===== config.mk =====
export PLATFORM = sky130hd
export DESIGN_NAME = tcu_timer
export DESIGN_NICKNAME = d
export VERILOG_FILES = /design/src/hw/tcu_tick_sel.v /design/src/hw/tcu_timer.v
export VERILOG_INCLUDE_DIRS = /design/src /design/src/hw
export SDC_FILE = /design/constraint.sdc
export NUM_CORES = 1
export LEC_CHECK = 0
export CAP_MARGIN = 20
export CORE_MARGIN = 5
export CORE_UTILIZATION = 62
export CTS_CLUSTER_DIAMETER = 60
export DETAILED_ROUTE_END_ITERATION = 12
export DONT_BUFFER_PORTS = 1
export PLACE_DENSITY = 0.78
export SKIP_LAST_GASP = 1
export SLEW_MARGIN = 20
export SYNTH_ARGS = -nofsm -noshare
export SYNTH_HDL_FRONTEND = slang
export SYNTH_SLANG_ARGS = --single-unit

===== constraint.sdc =====
create_clock -name clk_sys_in -period 3.35 [get_ports clk_sys_in]
set_input_delay 0.5025 -clock clk_sys_in [delete_from_list [all_inputs] [get_ports clk_sys_in]]
set_output_delay 0.5025 -clock clk_sys_in [all_outputs]
set_load 0.02 [all_outputs]

===== src/hw/tcu_regs.vh =====
// register offsets, field positions and reset values of the timer unit
// assumes a 32-bit avalon-mm slave with word addresses in bytes
`ifndef TCU_REGS_VH
`define TCU_REGS_VH
// ---------------------------------------------------------------
// offsets
// ---------------------------------------------------------------
`define TCU_OFS_CTRL 4'h0
`define TCU_OFS_COUNT 4'h4
`define TCU_OFS_CMP 4'h8
`define TCU_OFS_FLAG 4'hc
// ---------------------------------------------------------------
// control fields
// ---------------------------------------------------------------
`define TCU_CS_LSB 0
`define TCU_WGM_LSB 3
`define TCU_COM_LSB 5
`define TCU_FOC_BIT 7
// ---------------------------------------------------------------
// flag / mask / global enable fields (0x0c)
// ---------------------------------------------------------------
`define TCU_FLG_OVF_BIT 0
`define TCU_FLG_CMP_BIT 1
`define TCU_MSK_OVF_BIT 8
`define TCU_MSK_CMP_BIT 9
`define TCU_GIE_BIT 16
// ---------------------------------------------------------------
// reset values and count limits
// ---------------------------------------------------------------
`define TCU_RST_CTRL 8'h00
`define TCU_RST_BYTE 8'h00
`define TCU_MAX_VAL 8'hff
`define TCU_BOT_VAL 8'h00
`endif


===== src/hw/tcu_tick_sel.v =====
// clock select and prescaler producing the one-cycle timer tick
// assumes ext pin is asynchronous; synchronised here
`timescale 1ns/1ps
module tcu_tick_sel #(
  parameter PRE_W = 10
) (
  input wire clk_sys_in,
  input wire sys_rst_in,
  input wire [2:0] clock_select_in,
  input wire ext_count_input_in,
  output wire timer_tick_out
);
  reg [PRE_W-1:0] pre_ff;
  reg ext_s1_ff;
  reg ext_s2_ff;
  reg ext_d_ff;
  reg tick;
  // ---------------------------------------------------------------
  // prescaler and pin synchroniser
  // ---------------------------------------------------------------
  always @(posedge clk_sys_in or posedge sys_rst_in)
  begin
    if (sys_rst_in)
    begin
      pre_ff <= {PRE_W{1'b0}};
      ext_s1_ff <= 1'b0;
      ext_s2_ff <= 1'b0;
      ext_d_ff <= 1'b0;
    end
    else
    begin
      pre_ff <= pre_ff + {{(PRE_W-1){1'b0}}, 1'b1};
      ext_s1_ff <= ext_count_input_in;
      ext_s2_ff <= ext_s1_ff;
      ext_d_ff <= ext_s2_ff;
    end
  end
  // ---------------------------------------------------------------
  // source and edge selection
  // ---------------------------------------------------------------
  always @*
  begin
    case (clock_select_in)
      3'h0: tick = 1'b0; // stopped
      3'h1: tick = 1'b1;
      3'h2: tick = (pre_ff[2:0] == 3'h7);
      3'h3: tick = (pre_ff[5:0] == 6'h3f);
      3'h4: tick = (pre_ff[7:0] == 8'hff);
      3'h5: tick = (pre_ff[9:0] == 10'h3ff);
      3'h6: tick = ext_d_ff & ~ext_s2_ff; // falling edge
      3'h7: tick = ~ext_d_ff & ext_s2_ff; // rising edge
      default: tick = 1'b0;
    endcase
  end
  assign timer_tick_out = tick;
endmodule


===== src/hw/tcu_timer.v =====
// 8-bit timer/counter with one compare channel, avalon-mm slave
// assumes a single 250 mhz clock; ext pin and irq ack from outside
//
// Function
// - count and compare are cpu-accessible 8-bit registers
// - select prescaled clock or ext pin edge
// - clock select zero stops the counter
// - tick clears, increments or decrements counter
// - counter readable and writable any time
// - cpu write beats count or clear
// - waveform mode sets direction and clear point
// - bottom at 0x00, max at 0xff
// - top is max or compare value
// - top feeds waveform generator; bottom is only an output
// - overflow flag per mode, may interrupt
// - comparator matches on equality continuously
// - match sets compare flag next tick
// - compare irq needs enable and global enable
// - flag cleared by service or writing one
// - shared mask and flag registers
// - output driven from match, mode, action
// - pwm double buffers compare, load at top
// - cpu reaches buffer in pwm, else active
// - force strobe acts as match outside pwm
// - forced match sets no flag, no reload
// - counter write blocks next tick's match
// - normal mode counts up, overflow at zero
// - action zero leaves output untouched
//
// Local design decisions: the Avalon-MM register port and the register addresses.
`timescale 1ns/1ps
`include "tcu_regs.vh"
module tcu_timer #(
  parameter PRE_W = 10
) (
  input wire clk_sys_in,
  input wire sys_rst_in,
  input wire [3:0] avs_address_in,
  input wire avs_read_in,
  input wire avs_write_in,
  input wire [31:0] avs_writedata_in,
  input wire [3:0] avs_byteenable_in,
  output wire avs_waitrequest_out,
  output reg [31:0] avs_readdata_out,
  input wire ext_count_input_in,
  input wire ovf_irq_ack_in,
  input wire cmp_irq_ack_in,
  output wire ovf_irq_out,
  output wire cmp_irq_out,
  output wire compare_output_out,
  output wire top_out,
  output wire bottom_out
);
  localparam WGM_NORMAL = 2'h0;
  localparam WGM_PCPWM = 2'h1;
  localparam WGM_CTC = 2'h2;
  localparam WGM_FPWM = 2'h3;
  localparam ACC_IDLE = 1'b0;
  localparam ACC_DONE = 1'b1;

  reg acc_ff;
  reg [6:0] ctrl_ff;
  reg [7:0] count_value_ff;
  reg [7:0] compare_value_ff;
  reg [7:0] cmp_buf_ff;
  reg down_ff;
  reg ovf_flag_ff;
  reg cmp_flag_ff;
  reg ovf_msk_ff;
  reg cmp_msk_ff;
  reg gie_ff;
  reg block_ff;
  reg match_d_ff;
  reg oc_ff;
  reg [7:0] nxt_count;
  reg nxt_down;
  reg nxt_oc;
  reg set_ovf;
  reg load_buf;
  wire tick;
  wire [2:0] clock_select;
  wire [1:0] waveform_mode;
  wire [1:0] compare_output_action;
  wire pwm;
  wire [7:0] top_val;
  wire match;
  wire wr_acc;
  wire rd_acc;
  wire wr_ctrl;
  wire wr_cnt;
  wire wr_cmp;
  wire wr_flg;
  wire force_cmp;

  // ---------------------------------------------------------------
  // helpers
  // ---------------------------------------------------------------
  function is_pwm;
    input [1:0] m;
    begin
      is_pwm = (m == WGM_PCPWM) || (m == WGM_FPWM);
    end
  endfunction

  function oc_action;
    input [1:0] act;
    input cur;
    input up;
    begin
      case (act)
        2'h0: oc_action = cur; // no action
        2'h1: oc_action = ~cur;
        2'h2: oc_action = ~up;
        2'h3: oc_action = up;
        default: oc_action = cur;
      endcase
    end
  endfunction

  assign clock_select = ctrl_ff[`TCU_CS_LSB +: 3];
  assign waveform_mode = ctrl_ff[`TCU_WGM_LSB +: 2];
  assign compare_output_action = ctrl_ff[`TCU_COM_LSB +: 2];
  assign pwm = is_pwm(waveform_mode);

  // ---------------------------------------------------------------
  // clock select
  // ---------------------------------------------------------------
  tcu_tick_sel #(
    .PRE_W(PRE_W)
  ) u_tick (
    .clk_sys_in(clk_sys_in),
    .sys_rst_in(sys_rst_in),
    .clock_select_in(clock_select),
    .ext_count_input_in(ext_count_input_in),
    .timer_tick_out(tick)
  );

  // ---------------------------------------------------------------
  // bus slave: one wait cycle per access
  // ---------------------------------------------------------------
  assign avs_waitrequest_out = (avs_read_in | avs_write_in) &
    (acc_ff == ACC_IDLE);
  assign wr_acc = avs_write_in & (acc_ff == ACC_DONE);
  assign rd_acc = avs_read_in & (acc_ff == ACC_DONE);
  assign wr_ctrl = wr_acc & (avs_address_in == `TCU_OFS_CTRL) &
    avs_byteenable_in[0];
  assign wr_cnt = wr_acc & (avs_address_in == `TCU_OFS_COUNT) &
    avs_byteenable_in[0];
  assign wr_cmp = wr_acc & (avs_address_in == `TCU_OFS_CMP) &
    avs_byteenable_in[0];
  assign wr_flg = wr_acc & (avs_address_in == `TCU_OFS_FLAG);
  // strobe ignored in pwm modes
  assign force_cmp = wr_ctrl & avs_writedata_in[`TCU_FOC_BIT] &
    ~is_pwm(avs_writedata_in[`TCU_WGM_LSB +: 2]);

  always @(posedge clk_sys_in or posedge sys_rst_in)
  begin
    if (sys_rst_in)
      acc_ff <= ACC_IDLE;
    else if (acc_ff == ACC_DONE)
      acc_ff <= ACC_IDLE;
    else if (avs_read_in | avs_write_in)
      acc_ff <= ACC_DONE;
  end

  always @(posedge clk_sys_in or posedge sys_rst_in)
  begin
    if (sys_rst_in)
      avs_readdata_out <= 32'h0000_0000;
    else if (avs_read_in & (acc_ff == ACC_IDLE))
    begin
      case (avs_address_in)
        `TCU_OFS_CTRL: avs_readdata_out <= {25'h0, ctrl_ff};
        `TCU_OFS_COUNT: avs_readdata_out <= {24'h0, count_value_ff};
        // pwm reads see the buffer
        `TCU_OFS_CMP: avs_readdata_out <= {24'h0,
          (pwm ? cmp_buf_ff : compare_value_ff)};
        `TCU_OFS_FLAG: avs_readdata_out <= {15'h0, gie_ff, 6'h0,
          cmp_msk_ff, ovf_msk_ff, 6'h0, cmp_flag_ff,
          ovf_flag_ff};
        default: avs_readdata_out <= 32'h0000_0000;
      endcase
    end
  end

  // ---------------------------------------------------------------
  // counter unit
  // ---------------------------------------------------------------
  assign top_val = (waveform_mode == WGM_CTC) ? compare_value_ff :
    `TCU_MAX_VAL;
  assign match = (count_value_ff == compare_value_ff);
  assign top_out = (count_value_ff == top_val);
  assign bottom_out = (count_value_ff == `TCU_BOT_VAL);

  always @*
  begin
    nxt_count = count_value_ff;
    nxt_down = down_ff;
    set_ovf = 1'b0;
    load_buf = 1'b0;
    case (waveform_mode)
      WGM_NORMAL:
      begin
        nxt_count = count_value_ff + 8'h01; // wraps ff->00
        set_ovf = (count_value_ff == `TCU_MAX_VAL);
      end
      WGM_CTC:
      begin
        if (match)
          nxt_count = `TCU_BOT_VAL; // clear at top
        else
          nxt_count = count_value_ff + 8'h01;
        set_ovf = (count_value_ff == `TCU_MAX_VAL);
      end
      WGM_FPWM:
      begin
        nxt_count = count_value_ff + 8'h01;
        set_ovf = (count_value_ff == `TCU_MAX_VAL);
        load_buf = (count_value_ff == `TCU_MAX_VAL); // at top
      end
      WGM_PCPWM:
      begin
        // dual slope; buffer loads at top, overflow at bottom
        if (down_ff)
        begin
          nxt_count = count_value_ff - 8'h01;
          if (count_value_ff == 8'h01)
            nxt_down = 1'b0;
        end
        else
        begin
          nxt_count = count_value_ff + 8'h01;
          if (count_value_ff == 8'hfe)
            nxt_down = 1'b1;
        end
        set_ovf = down_ff & (count_value_ff == 8'h01);
        load_buf = (count_value_ff == `TCU_MAX_VAL);
      end
      default: nxt_count = count_value_ff;
    endcase
  end

  always @(posedge clk_sys_in or posedge sys_rst_in)
  begin
    if (sys_rst_in)
    begin
      count_value_ff <= `TCU_RST_BYTE;
      down_ff <= 1'b0;
      block_ff <= 1'b0;
    end
    else
    begin
      if (wr_cnt)
      begin
        count_value_ff <= avs_writedata_in[7:0]; // priority
        down_ff <= down_ff;
      end
      else if (tick)
      begin
        count_value_ff <= nxt_count;
        down_ff <= nxt_down;
      end
      if (wr_cnt)
        block_ff <= 1'b1; // held until a tick, even when stopped
      else if (tick)
        block_ff <= 1'b0;
    end
  end

  // ---------------------------------------------------------------
  // control, compare value, buffer
  // ---------------------------------------------------------------
  always @(posedge clk_sys_in or posedge sys_rst_in)
  begin
    if (sys_rst_in)
    begin
      ctrl_ff <= 7'h00;
      compare_value_ff <= `TCU_RST_BYTE;
      cmp_buf_ff <= `TCU_RST_BYTE;
      ovf_msk_ff <= 1'b0;
      cmp_msk_ff <= 1'b0;
      gie_ff <= 1'b0;
    end
    else
    begin
      if (wr_ctrl)
        ctrl_ff <= avs_writedata_in[6:0];
      if (wr_cmp & pwm)
        cmp_buf_ff <= avs_writedata_in[7:0];
      if (wr_cmp & ~pwm)
        compare_value_ff <= avs_writedata_in[7:0]; // direct
      else if (pwm & tick & load_buf)
        compare_value_ff <= cmp_buf_ff;
      if (~pwm & ~wr_cmp)
        cmp_buf_ff <= compare_value_ff;
      if (wr_flg & avs_byteenable_in[1])
      begin
        ovf_msk_ff <= avs_writedata_in[`TCU_MSK_OVF_BIT];
        cmp_msk_ff <= avs_writedata_in[`TCU_MSK_CMP_BIT];
      end
      if (wr_flg & avs_byteenable_in[2])
        gie_ff <= avs_writedata_in[`TCU_GIE_BIT];
    end
  end

  // ---------------------------------------------------------------
  // flags: set wins over clear
  // ---------------------------------------------------------------
  always @(posedge clk_sys_in or posedge sys_rst_in)
  begin
    if (sys_rst_in)
    begin
      ovf_flag_ff <= 1'b0;
      cmp_flag_ff <= 1'b0;
      match_d_ff <= 1'b0;
    end
    else
    begin
      if (tick)
        match_d_ff <= match & ~block_ff & ~wr_cnt;
      if (tick & set_ovf & ~wr_cnt)
        ovf_flag_ff <= 1'b1;
      else if (ovf_irq_ack_in | (wr_flg & avs_byteenable_in[0] &
        avs_writedata_in[`TCU_FLG_OVF_BIT]))
        ovf_flag_ff <= 1'b0;
      // flag rises on the tick after the match
      if (tick & match_d_ff)
        cmp_flag_ff <= 1'b1;
      else if (cmp_irq_ack_in | (wr_flg & avs_byteenable_in[0] &
        avs_writedata_in[`TCU_FLG_CMP_BIT]))
        cmp_flag_ff <= 1'b0;
    end
  end

  assign ovf_irq_out = ovf_flag_ff & ovf_msk_ff & gie_ff;
  assign cmp_irq_out = cmp_flag_ff & cmp_msk_ff & gie_ff;

  // ---------------------------------------------------------------
  // waveform generator
  // ---------------------------------------------------------------
  always @*
  begin
    nxt_oc = oc_ff;
    if (force_cmp)
      nxt_oc = oc_action(avs_writedata_in[`TCU_COM_LSB +: 2], oc_ff,
        1'b1); // acts like a match; no flag, no reload
    else if (tick & match & ~block_ff & ~wr_cnt)
    begin
      case (waveform_mode)
        WGM_FPWM:
          nxt_oc = (compare_output_action[1]) ?
            compare_output_action[0] : oc_ff;
        WGM_PCPWM:
          nxt_oc = (compare_output_action[1]) ?
            (compare_output_action[0] ^ down_ff) : oc_ff;
        default:
          nxt_oc = oc_action(compare_output_action, oc_ff, 1'b1);
      endcase
    end
    else if (tick & (waveform_mode == WGM_FPWM) & top_out &
      compare_output_action[1])
      nxt_oc = ~compare_output_action[0]; // restart at top
  end

  always @(posedge clk_sys_in or posedge sys_rst_in)
  begin
    if (sys_rst_in)
      oc_ff <= 1'b0;
    else
      oc_ff <= nxt_oc;
  end

  assign compare_output_out = oc_ff;
endmodule


== Yosys cells after proc, flatten, opt, wreduce, memory -nomap -nowiden ==
Index checks and enable logic that the tools add are counted.
Operators by class
  add/sub/neg operators: 3
  bitwise gates (word level): 54
  multiplexer cells: 34
  reduce and logical (&&, ||, !) cells: 19
  equality and inequality tests: 34
Operators with widths (count)
  $mux 8: 10
  $pmux 17 s4: 1
  $and 1x1->1: 40
  $eq 8x8->1 const B: 3
  $pmux 8 s3: 1
  $mux 1: 17
  $eq 8x8->1: 2
  $eq 3x3->1 const B: 5
  $eq 2x2->1 const B: 7
  $add 10x1->10 const B: 1
  $eq 10x10->1 const B: 1
  $not 1->1: 10
  $reduce_bool 2->1: 5
  $add 8x1->8 const B: 1
  $eq 2x1->1 const B: 4
  $eq 4x4->1 const B: 2
  $eq 8x1->1 const B: 1
  $logic_not 8->1: 1
  $ne 4x4->1 const B: 2
  $pmux 1 s8: 1
  $sub 8x1->8 const B: 1
  $eq 3x2->1 const B: 2
  $eq 6x6->1 const B: 1
  $logic_not 2->1: 3
  16 further kinds: 22
Storage, ports and cells
  logic and storage cells: 163
  input bits: 47
  flip-flop bits (word level): 86
  output and inout bits: 38

== Longest topological paths before layout ==
Gate-level depths: netlist of the first run.
  depth after elaboration: 9
  depth in mapped cells: 10
  mapped depth without buffers: 8

== Hierarchy ==
A second synthesis of the first run with hierarchy kept.
Unflattened totals
  cell total of the unflattened synthesis: 436
  area, all modules: 4021.4 um^2
Modules (own cells, without submodules)
  tcu_timer: seq. area each 1301.2 um^2, area each 3458.3 um^2, cells an instance 386, instances 1
  tcu_tick_sel: seq. area each 325.3 um^2, area each 563.0 um^2, cells an instance 50, instances 1

== Least setup slack after synthesis of the first run ==
OpenSTA, ideal clock, no wires.
  path type: register to register
  start: register ctrl_ff[4]
  end: register compare_value_ff[2]
  stages on the path, launching flop included: 11
  required time: 3.212 ns
  setup slack: 0.882 ns
  period minus slack after synthesis: 2.468 ns
  path buffers: 3
  setup time: 0.138 ns
  arrival: 2.331 ns
  cells stage by stage: dfrtp_1 > inv_1 > ha_1 > nor2_1 > buf_1 > ha_1 > buf_1 > a21oi_1 > clkbuf_1 > nand2_1 > o21ai_0
Between the ends
  word-level cells in the longest chain between the ends: 5
  elaborated cells on any way between the ends: 11
  classes of those cells: eq/ne: 2; mux: 2; bitwise: 4; reduce/logical: 3
Ends and longest elaborated chain
  from (decl): RTL line tcu_timer.v:62  | reg [6:0] ctrl_ff;
  from (signal assigned): RTL line tcu_timer.v:287  | ctrl_ff <= avs_writedata_in[6:0];
  $eq 2x1->1 / $eq 2x2->1 (equally long branches)
  $reduce_or 2->1 (no source line) / $logic_or 1x1->1 (equally long branches)
  $mux 1, or another cell as far along
  $and 1x1->1 (on tied branches): RTL line tcu_timer.v:292, tcu_timer.v:290
  $reduce_bool 2->1 (no source line) / $mux 8 (equally long branches)
  to (signal assigned): RTL line tcu_timer.v:278  | compare_value_ff <= `TCU_RST_BYTE;
  to (signal assigned): RTL line tcu_timer.v:291  | compare_value_ff <= avs_writedata_in[7:0];
  to (signal assigned): RTL line tcu_timer.v:293  | compare_value_ff <= cmp_buf_ff;
  to (decl): RTL line tcu_timer.v:64  | reg [7:0] compare_value_ff;
Parallel ways exist; a longest one is shown, timed or not.
A chain may end at the register's enable or synchronous reset.

== Final worst setup path of the first run ==
  start: register count_value_ff[3]
  end: output port top_out
Between the ends
  word-level cells in the longest chain between the ends: 1
Ends and longest elaborated chain
  from (decl): RTL line tcu_timer.v:63  | reg [7:0] count_value_ff;
  from (signal assigned): RTL line tcu_timer.v:247  | count_value_ff <= `TCU_RST_BYTE;
  from (signal assigned): RTL line tcu_timer.v:255  | count_value_ff <= avs_writedata_in[7:0];
  from (signal assigned): RTL line tcu_timer.v:260  | count_value_ff <= nxt_count;
  $eq 8x8->1: RTL line tcu_timer.v:192  | assign top_out = (count_value_ff == top_val);
  to (decl): RTL line tcu_timer.v:51  | output wire top_out,
Every way passes these cells.

==> results by group, run 1 <==
Pwr
  • Switching power: ~1.1 mW
  • Clock power frac: 0.236
  • IR drop worst, VDD: roughly 0.5 mV
  • Sequential Power Share: 0.426
  • Gate power share: 0.338
  • Static leakage power: 1.86 nW
  • Switching share of power: 0.405
  • Power Dens Cells: ~650 nW/um^2
  • Internal power: between 1.5 and 2 mW

Floorplanning
  • Std cell rows: 29
  • Die X: 90.4 um
  • Die Area: between 8000 and 9000 sq um
  • Area of the core: approximately 6300 sq um
  • I/O pin count: 85
  • Chip height: around 90 um
  • Initial Utilization: 0.635

Job
  • Number of max-cap violations: 0

Worst setup path
  • Signal arrival time at the worst endpoint: roughly 2.3 ns
  • Critical path type: flop to output port
  • Slowest cell on the critical path: dfrtp_1
  • Crit-path max cell delay: approximately 0.60 ns
  • Critical Path RT: roughly 2.9 ns
  • Crit start category: flop
  • Crit end category: output port
  • Worst-path maximum fanout: 10
  • Worst-path cell chain: xnor2_2, o221ai_2, nor4_4, a21oi_1, nor2_1

CTS
  • Clk Tree Root Cell: clkbuf_8
  • CTS buffer count: 9
  • TritonCTS clock tree: yes
  • CTS clock-pin slew for the worst setup and hold paths: around 0.07 ns
  • Max Root-Sink Buffers: 2
  • Setup Fix Bufs, Post-CTS: 0
  • Post-CTS Resized: 0
  • CTS hold repair buffers: 0
  • Clock Sinks: between 60 and 70
  • Clk Latency, worst-skew pair: about 0.35 ns
  • H-tree depth: 3

Logic synthesis
  • Mapped Cells: 435
  • Post-synthesis mux area share: 0.0928
  • Post-synth EDFFs: 0
  • Largest family of logic cells by synthesized area: compound AO/OA/AOI/OAI gates
  • Ys flop type: dfrtp_1
  • Synthesized area: 4010 sq um
  • FF+latch count, synth: 65
  • Sequential share of the synthesized area: 0.406
  • Syn_area_per_cell: between 9 and 10 sq um
  • Post-synthesis compound-gate area fraction: 0.179
  • Synth Area in Adders: 0.0406
  • Distinct cells, synth: 55
  • Async SR Flop Fraction: 1.00
  • Yosys Warn Count: 0
  • Post-Synth XOR/XNOR Area: 0.0281
  • Post-synthesis simple-gate area fraction: 0.167

GRT
  • Vias in the first global route: between 3000 and 4000
  • First-pass GRT wire length: ~17000 um
  • Congestion Overflow GR: 0
  • Initial antenna violation count: 0
  • Largest net degree at the start of global routing: 54
  • All-Layer GR Usage: 0.251

Final layout
  • Fill count: 527
  • ANT cells: 0
  • Area Overhead vs Synth: 3.84%
  • Multi-input gate area: 2120 sq um
  • Final net count: 490
  • Ratio of cells with drive above 1 in the final layout: 0.103
  • Register area: 1630 sq um
  • Commonest cells after routing, fill and taps aside: 65 x dfrtp_1, 51 x nand2_1, 46 x o21ai_0
  • Most common cell after layout, fill and taps aside: dfrtp_1
  • Fin area: 4160 sq um

Drt
  • Final wirelength: between 9000 and 10000 um
  • Routed length per instance: 19.4 um
  • Vias post-DR: 3210
  • DR iter-0 viols: between 300 and 400
  • Drt drc: 0
  • Routed Antenna Nets: 0
  • Via/cell ratio: 6.27
  • First-pass DRT Iterations: 5

Placed design
  • Port-buffer cells: 0
  • Detail Placement HPWL: between 7000 and 8000 um
  • Cell area after placement: ~4000 sq um
  • Gpl congestion: ~0.94

Timing
  • Slew @ Worst Pin: ~0.9 ns
  • Final hold vios: 0
  • Final period util: 0.829
  • Minimum clock period: between 2 and 3 ns
  • Max-slew violations: 0
  • F_max: approximately 360 MHz
  • Setup violations, final: 0
  • Setup TNS: 0 ns
  • Worst hold slack: about 0.17 ns
  • RSZ-0062 raised after global routing: no
  • Worst Skew: around 0.009 ns
  • Max_slew headroom: 0.390

Min path
  • Hold Crit Class: input port to flop

Run status
  • Run status: finished clean
==> path summary, 6_finish.rpt <==
kind	start	endpoint	slack, ns	depth (start not counted)
worst max-delay path	count_value_ff[3]	top_out	0.57	5
worst min register to register	u_tick.ext_s1_ff	u_tick.ext_s2_ff	0.37	0
worst max register to register	u_tick.pre_ff[0]	compare_output_out	0.70	7
min in group asynchronous	sys_rst_in	ovf_msk_ff	0.20	1
worst min-delay path	ext_count_input_in	u_tick.ext_s1_ff	0.17	0
max in group asynchronous	sys_rst_in	ctrl_ff[1]	2.49	2
==> routing by layer <==
layer / wire, um / vias to the layer above / track usage
met3: 901 / 26 / 0.0642
met1: 4200 / 1537 / 0.336
met4: 274 / 0 / 0.0943
met2: 4580 / 151 / 0.391
li1: - / 1496 / -
met5: 0 / - / 0
==> worst max-delay path: cells and delay by family, from the launching register on <==
family | cells | cell delay [ns]
compound gates | 2 | 0.32
xor+xnor | 1 | 0.17
flops | 1 | 0.60
simple gates | 2 | 0.84
==> cell usage after synthesis (3+ instances only) <==
cell / number / area, sq um
o22a_1: 7 / 61.3
inv_1: 16 / 60.1
a22o_1: 6 / 52.6
xnor2_1: 4 / 35.0
dfrtp_1: 65 / 1630
and3_1: 11 / 68.8
xor2_1: 7 / 61.3
nor3_1: 10 / 50.1
clkbuf_1: 9 / 33.8
nand2_1: 51 / 191
mux2_2: 7 / 78.8
nand2b_1: 4 / 25.0
a21oi_1: 11 / 55.1
a31oi_1: 9 / 56.3
buf_1: 3 / 11.3
ha_1: 13 / 163
or3_1: 3 / 18.8
inv_2: 4 / 15.0
nor2_1: 24 / 90.1
a22oi_1: 5 / 37.5
buf_4: 27 / 203
nand3_1: 16 / 80.1
buf_2: 4 / 20.0
a211oi_1: 3 / 22.5
mux2i_1: 27 / 270
nand4_1: 4 / 25.0
o21ai_0: 46 / 230
==> logic make-up (layout without fill, tap and decap cells) <==
logic type                 Yosys count  count (layout)
and+or+nand+nor                    137             137
AOI/OAI and AO/OA                  109             109
DFF                                 65              65
buffers and inverters               63              43
muxes                               35              35
adders and majority gates           13              13
xor gates and xnor gates            12              12
other                                1              21
==> power groups by stage <==
stage / sequential [mW] / combinational [mW] / clock [mW]
detailed placement: 1.16 / 0.899 / 0
CTS: 1.15 / 0.906 / 0.653
finish: 1.16 / 0.921 / 0.642
global route: 1.18 / 1.02 / 0.695
global placement: 1.16 / 0.874 / 0
floorplan: 1.05 / 0.822 / 0
==> state kept, by name, summed over array words and instances, names as in the netlist <==
register and count:
ctrl_ff 7, u_tick.ext_s2_ff 1, ovf_flag_ff 1, acc_ff 1, gie_ff 1, ovf_msk_ff 1, u_tick.pre_ff 10, compare_value_ff 8
cmp_flag_ff 1, cmp_buf_ff 8, avs_readdata_out 11, match_d_ff 1, block_ff 1, count_value_ff 8, cmp_msk_ff 1, u_tick.ext_s1_ff 1
u_tick.ext_d_ff 1, down_ff 1, compare_output_out 1
==> layout make-up <==
class / instances / area share
Clock inverter: 3 / 0.00571
Multi-Input combinational cell: 327 / 0.509
Inverter: 20 / 0.0183
Timing Repair Buffer: 7 / 0.0126
Sequential cell: 65 / 0.391
Tap cell: 77 / 0.0232
Clock buffer: 13 / 0.0406
==> metrics by stage <==
step                      total power, mW   util  setup slack (ns)  instances
after CTS                            2.71  0.658             0.579        512
after global placement               2.03  0.628             0.767        496
final                                2.72  0.659             0.572        512
after detailed placement             2.06  0.628             0.724        496
after floorplan                      1.87      -             0.882        455
after global routing                 2.90  0.659             0.463        512
Power figures use the tool's default switching activity.
==> run 2: changes to the inputs <==
ABC_AREA = 1   (was unset)
clock period = 2.7 ns   (was 3.35 ns; I/O delays follow)
==> run 2 against run 1 <==
Against the previous run: sequential cell count unchanged; synthesized cell count rose by 22%; hold slack lost 0.16 ns; sequential power grew 23%.
==> results by group, run 2 <==
GRT
  • Vias in the first global route: between 3000 and 4000
  • Congestion Overflow GR: 0
  • Largest net degree at the start of global routing: 66
  • First-pass GRT wire length: 16900 um
  • Initial antenna violation count: 0
  • All-Layer GR Usage: 0.255

Pwr
  • Gate power share: 0.355
  • Switching power: approximately 1.5 mW
  • Clock power frac: 0.254
  • Internal power: between 2 and 2.5 mW
  • IR drop worst, VDD: 0.555 mV
  • Sequential Power Share: 0.391
  • Power Dens Cells: between 800 and 900 nW/um^2
  • Switching share of power: 0.419
  • Static leakage power: about 2.1 nW
  • Power, Total: 3.65 mW

Final layout
  • Ratio of cells with drive above 1 in the final layout: 0.128
  • Largest Register: avs_readdata_out
  • Fill count: about 540
  • Area Overhead vs Synth: 5.17%
  • Register area: between 1500 and 2000 sq um
  • Commonest cells after routing, fill and taps aside: 127 x nand2_1, 65 x dfrtp_1, 47 x inv_1, 47 x nor2_1, 47 x o21ai_0
  • Most common cell after layout, fill and taps aside: nand2_1
  • Largest regs: avs_readdata_out: 11 flops, u_tick.pre_ff: 10 flops
  • Multi-input gate area: around 2100 sq um
  • ANT cells: 0
  • Core Util, Final: 0.673
  • Max FFs per register: 11
  • Final net count: around 590

Worst setup path
  • Worst-path cell chain: inv_2, nand2_1, nand2_1, nor2_1, nand3_1, nor2_1, and2_1
  • Start point of the critical path: count_value_ff[2]
  • Critical path type: flop to output port
  • Worst r2r src: ctrl_ff[4]
  • Critical Path RT: between 2 and 2.5 ns
  • Slowest cell on the critical path: dfrtp_1
  • Crit start category: flop
  • Signal arrival time at the worst endpoint: roughly 1.8 ns
  • Crit-path max cell delay: 0.55 ns
  • R2R depth: 7
  • Crit end category: output port
  • Critical path buffers and inverters: 1
  • Top delay family on crit path: simple AND/OR/NAND/NOR gates
  • Worst-path maximum fanout: 8
  • WP depth: 7

Timing
  • Max-slew violations: 0
  • Setup TNS: 0 ns
  • Max_slew headroom: 0.453
  • Final hold vios: 0
  • Worst Skew: around 0.011 ns
  • Slew @ Worst Pin: about 0.8 ns
  • F_max: 460 MHz
  • Minimum clock period: 2.17 ns
  • Setup violations, final: 0
  • RSZ-0062 raised after global routing: no
  • Final period util: 0.805

Drt
  • Routed length per instance: around 17 um
  • Final wirelength: approximately 10000 um
  • Drt drc: 0
  • Routed Antenna Nets: 0
  • Via/cell ratio: about 5.9
  • DR iter-0 viols: slightly above 400
  • First-pass DRT Iterations: 5
  • Vias post-DR: about 3600

Logic synthesis
  • Mapped Cells: 531
  • Post-synth EDFFs: 0
  • Most numerous cell in the Yosys netlist: nand2_1
  • Area contributors post-synth: dfrtp_1 40%, nand2_1 12%, o21ai_0 5.8%
  • Syn_area_per_cell: about 7.7 sq um
  • FF+latch count, synth: 65
  • Sequential share of the synthesized area: 0.398
  • Yosys Warn Count: 0
  • Distinct cells, synth: 46
  • Post-synth top area share: 0.398
  • Ys flop type: dfrtp_1
  • Post-synth top area cell: dfrtp_1
  • Async SR Flop Fraction: 1.00
  • Synth cell count leaders: 127 x nand2_1, 65 x dfrtp_1, 48 x inv_1
  • Synthesized area: around 4100 sq um

CTS
  • H-tree depth: 3
  • Setup Fix Bufs, Post-CTS: 0
  • Max Root-Sink Buffers: 2
  • Clk Latency, worst-skew pair: about 0.35 ns
  • Clk Tree Root Cell: clkbuf_8
  • CTS hold repair buffers: 0
  • TritonCTS clock tree: yes
  • Clock Sinks: 65
  • CTS clock-pin slew for the worst setup and hold paths: 0.08 ns
  • CTS buffer count: 9
  • Post-CTS Resized: 0

Run status
  • Run status: finished clean

Floorplanning
  • Die Area: 8320 sq um
  • I/O pin count: 85
  • Initial Utilization: 0.640
  • Std cell rows: 29
  • Chip height: slightly above 90 um
  • Area of the core: about 6400 sq um
  • Die X: 91.2 um

Min path
  • Hold Crit Class: input port to async pin

Placed design
  • Gpl congestion: ~0.99
  • Port-buffer cells: 0
  • Detail Placement HPWL: 7590 um

Job
  • Number of max-cap violations: 0
==> run 2: cell types whose count changed after synthesis, sizes merged, moves of 8 or more <==
cell	previous run	this run
nand2	51	132
o211ai	0	11
buf	34	25
o21ai	48	57
mux2i	27	0
nor3	12	3
nand3	16	24
nor2	24	56
and3	12	1
inv	20	67
==> run 2: layer usage <==
| metal | wire length [um] | global-route usage |
|---|---|---|
| met1 | 4260 | 0.328 |
| met2 | 4810 | 0.395 |
| met3 | 894 | 0.0851 |
| met4 | 385 | 0.105 |
| met5 | 0 | 0 |
==> run 2: kinds of logic (layout without fill, tap and decap cells) <==
group / after synthesis / in the layout / share of synthesized area
AO/OA/AOI/OAI: 111 / 111 / 0.163
adder cells (fa/ha/maj): 13 / 13 / 0.0398
flip-flops: 65 / 65 / 0.398
AND/OR/NAND/NOR: 222 / 222 / 0.237
buffers and inverters: 99 / 85 / 0.113
XOR/XNOR: 11 / 11 / 0.0236
other: 1 / 21 / 0.000917
multiplexers: 9 / 9 / 0.0248
==> run 2: path summary, 6_finish.rpt <==
path	to	slack (ns)
max	top_out	0.53
min	ctrl_ff[2]	0.01
max reg2reg	compare_value_ff[0]	0.57
min reg2reg	u_tick.ext_s2_ff	0.36
max in group asynchronous	ctrl_ff[3]	2.43
min in group clk_sys_in	u_tick.ext_s1_ff	0.09
==> run 2: cell type report <==
| class | count | share of cell area |
|---|---|---|
| clock buffers | 9 | 0.0288 |
| clock inverters | 6 | 0.0215 |
| inverters | 67 | 0.0585 |
| multi-input cells | 387 | 0.482 |
| flip-flops and latches | 65 | 0.378 |
| well taps | 77 | 0.0224 |
| repair buffers | 3 | 0.00815 |
==> run 2: power groups by stage <==
stage | combinational (mW) | clock, mW | sequential (mW)
after floorplan | 1.04 | 0 | 1.37
after global placement | 1.22 | 0 | 1.43
after detailed placement | 1.26 | 0 | 1.44
after CTS | 1.27 | 0.931 | 1.42
after global routing | 1.46 | 0.997 | 1.45
final | 1.30 | 0.930 | 1.43
==> run 2: through the flow <==
stage | std cells | setup slack, ns | hold WS (ns) | instance area (sq um)
after floorplan | 551 | 0.548 | 0.331 | 4160
after global placement | 599 | 0.707 | 0.342 | 4080
after detailed placement | 599 | 0.602 | 0.336 | 4080
after CTS | 614 | 0.578 | 0.0209 | 4300
after global routing | 614 | 0.390 | 0.0210 | 4300
final | 614 | 0.526 | 0.0129 | 4300
==> run 3: changes to the inputs <==
clock period = 2.11 ns   (was 2.7 ns; I/O delays follow)
==> run 3 against run 2 <==
Against the previous run: hold slack improved by 0.042 ns; total power increased by 29%; critical endpoint unchanged; combinational power is 29% higher; utilization grew 1.4 points.
==> results by group, run 3 (synthesis results as in run 2) <==
Worst setup path
  • Most frequent CP cell: nand2_1
  • Critical path buffers and inverters: 1
  • Worst-path cell chain: inv_1, ha_1, nand2_1, nand2_1, nand3_1, nor2_1, and2_2
  • Slowest cell on the critical path: dfrtp_1
  • Critical path type: flop to output port
  • Crit end category: output port
  • Top delay family on crit path: simple AND/OR/NAND/NOR gates
  • Critical Path RT: 1.79 ns
  • Crit start category: flop
  • Signal arrival time at the worst endpoint: around 1.7 ns
  • Worst-path maximum fanout: 4
  • Crit-path max cell delay: roughly 0.42 ns

Timing
  • RSZ-0062 raised after global routing: no
  • Final hold vios: 0
  • Setup TNS: 0 ns
  • Worst Setup Slack, final: just under 0.1 ns
  • Worst Skew: ~0.013 ns
  • Setup violations, final: 0
  • Final period util: 0.953
  • Max-slew violations: 0
  • Minimum clock period: 2.01 ns
  • F_max: between 400 and 500 MHz

GRT
  • Congestion Overflow GR: 0
  • Initial antenna violation count: 0
  • All-Layer GR Usage: 0.244
  • Vias in the first global route: 3315
  • First-pass GRT wire length: about 16000 um
  • Largest net degree at the start of global routing: 66

Final layout
  • Area Overhead vs Synth: 7.44%
  • Most common cell after layout, fill and taps aside: nand2_1
  • Largest Register: avs_readdata_out
  • Largest regs: avs_readdata_out: 11 flops, u_tick.pre_ff: 10 flops
  • Ratio of cells with drive above 1 in the final layout: 0.150
  • Commonest cells after routing, fill and taps aside: 127 x nand2_1, 62 x dfrtp_1, 47 x nor2_1, 47 x o21ai_0, 46 x inv_1
  • Max FFs per register: 11
  • ANT cells: 0
  • Final net count: 600

CTS
  • H-tree depth: 3
  • CTS clock-pin slew for the worst setup and hold paths: ~0.070 ns
  • CTS buffer count: 9
  • Clk Tree Root Cell: clkbuf_8
  • Clk Latency, worst-skew pair: roughly 0.35 ns
  • TritonCTS clock tree: yes
  • Clock Sinks: 65
  • Max Root-Sink Buffers: 2
  • Setup Fix Bufs, Post-CTS: 0

Drt
  • Vias post-DR: roughly 3600
  • First-pass DRT Iterations: 5
  • Final wirelength: just under 10000 um
  • DR iter-0 viols: around 400
  • Routed length per instance: between 15 and 20 um
  • Routed Antenna Nets: 0
  • Drt drc: 0
  • Via/cell ratio: 5.73

Floorplanning
  • I/O pin count: 85
  • Chip height: approximately 91 um
  • Initial Utilization: 0.640
  • Std cell rows: 29
  • Die X: about 91 um
  • Die Area: ~8300 sq um
  • Area of the core: roughly 6400 sq um

Placed design
  • Gpl congestion: 0.981
  • Detail Placement HPWL: 7330 um
  • Place WS: between 0.15 and 0.2 ns
  • Port-buffer cells: 0

Pwr
  • Power Dens Cells: between 1000 and 1500 nW/um^2
  • IR drop worst, VDD: 0.636 mV
  • Static leakage power: approximately 2.1 nW

Min path
  • Hold Crit Class: input port to flop

Job
  • Number of max-cap violations: 0

Run status
  • Run status: finished clean
run 3: power by group:
group / leakage [nW] / switching [mW] / internal, mW
logic: 1.24 / 1.11 / 0.568
clock network: 0.113 / 0.500 / 0.701
registers: 0.772 / 0.318 / 1.51
total: 2.13 / 1.93 / 2.78
run 3: routing by layer:
metal	wire, um	global-route usage	part of all wire
met5	0	0	0
met3	972	0.0802	0.098
met1	4070	0.321	0.41
met4	317	0.0831	0.032
met2	4560	0.380	0.46
run 3: worst register-to-register path: stages (launching register included):
cell      delay [ns]
dfrtp_1         0.42
inv_1           0.10
ha_2            0.23
nor2_2          0.22
buf_4           0.21
o21ai_0         0.13
nand2_1         0.09
o221ai_1        0.14
mux2_2          0.29
run 3: path summary, 6_finish.rpt:
path	start	endpoint	depth (start not counted)	slack, ns
max reg2reg	ctrl_ff[4]	avs_readdata_out[6]	8	0.17
min	avs_byteenable_in[2]	gie_ff	1	0.05
max in group asynchronous	sys_rst_in	count_value_ff[4]	3	1.32
min reg2reg	u_tick.ext_s1_ff	u_tick.ext_s2_ff	0	0.36
min in group asynchronous	sys_rst_in	compare_value_ff[0]	3	0.49
max	ctrl_ff[3]	top_out	7	0.1
run 3: stage by stage:
step	power (mW)	area [sq um]	util	instances	hold slack, ns
2_1_floorplan	3.08	4170	-	551	0.331
3_3_place_gp	3.42	4120	0.645	604	0.299
3_5_place_dp	3.46	4120	0.645	604	0.304
4_1_cts	4.68	4370	0.684	622	0.0346
5_1_grt	5.04	4390	0.688	622	0.0268
6_report	4.71	4390	0.688	622	0.0547
run 3: what timing repair did:
item / in CTS / in global routing
hold endpoints to repair: 66 / 0
resized for setup: 0 / 8
hold buffers: 2 / 0
endpoints found under the setup margin: 0 / 9
run 3: cell type report:
type                       count  area, sq um
clock buffer                  10          138
clock inverter                 6         90.1
tap                           77         96.3
fill                         523         1990
sequential                    65         1630
inverter                      67          255
timing repair buffer          10         92.6
multi-input combinational    387         2090
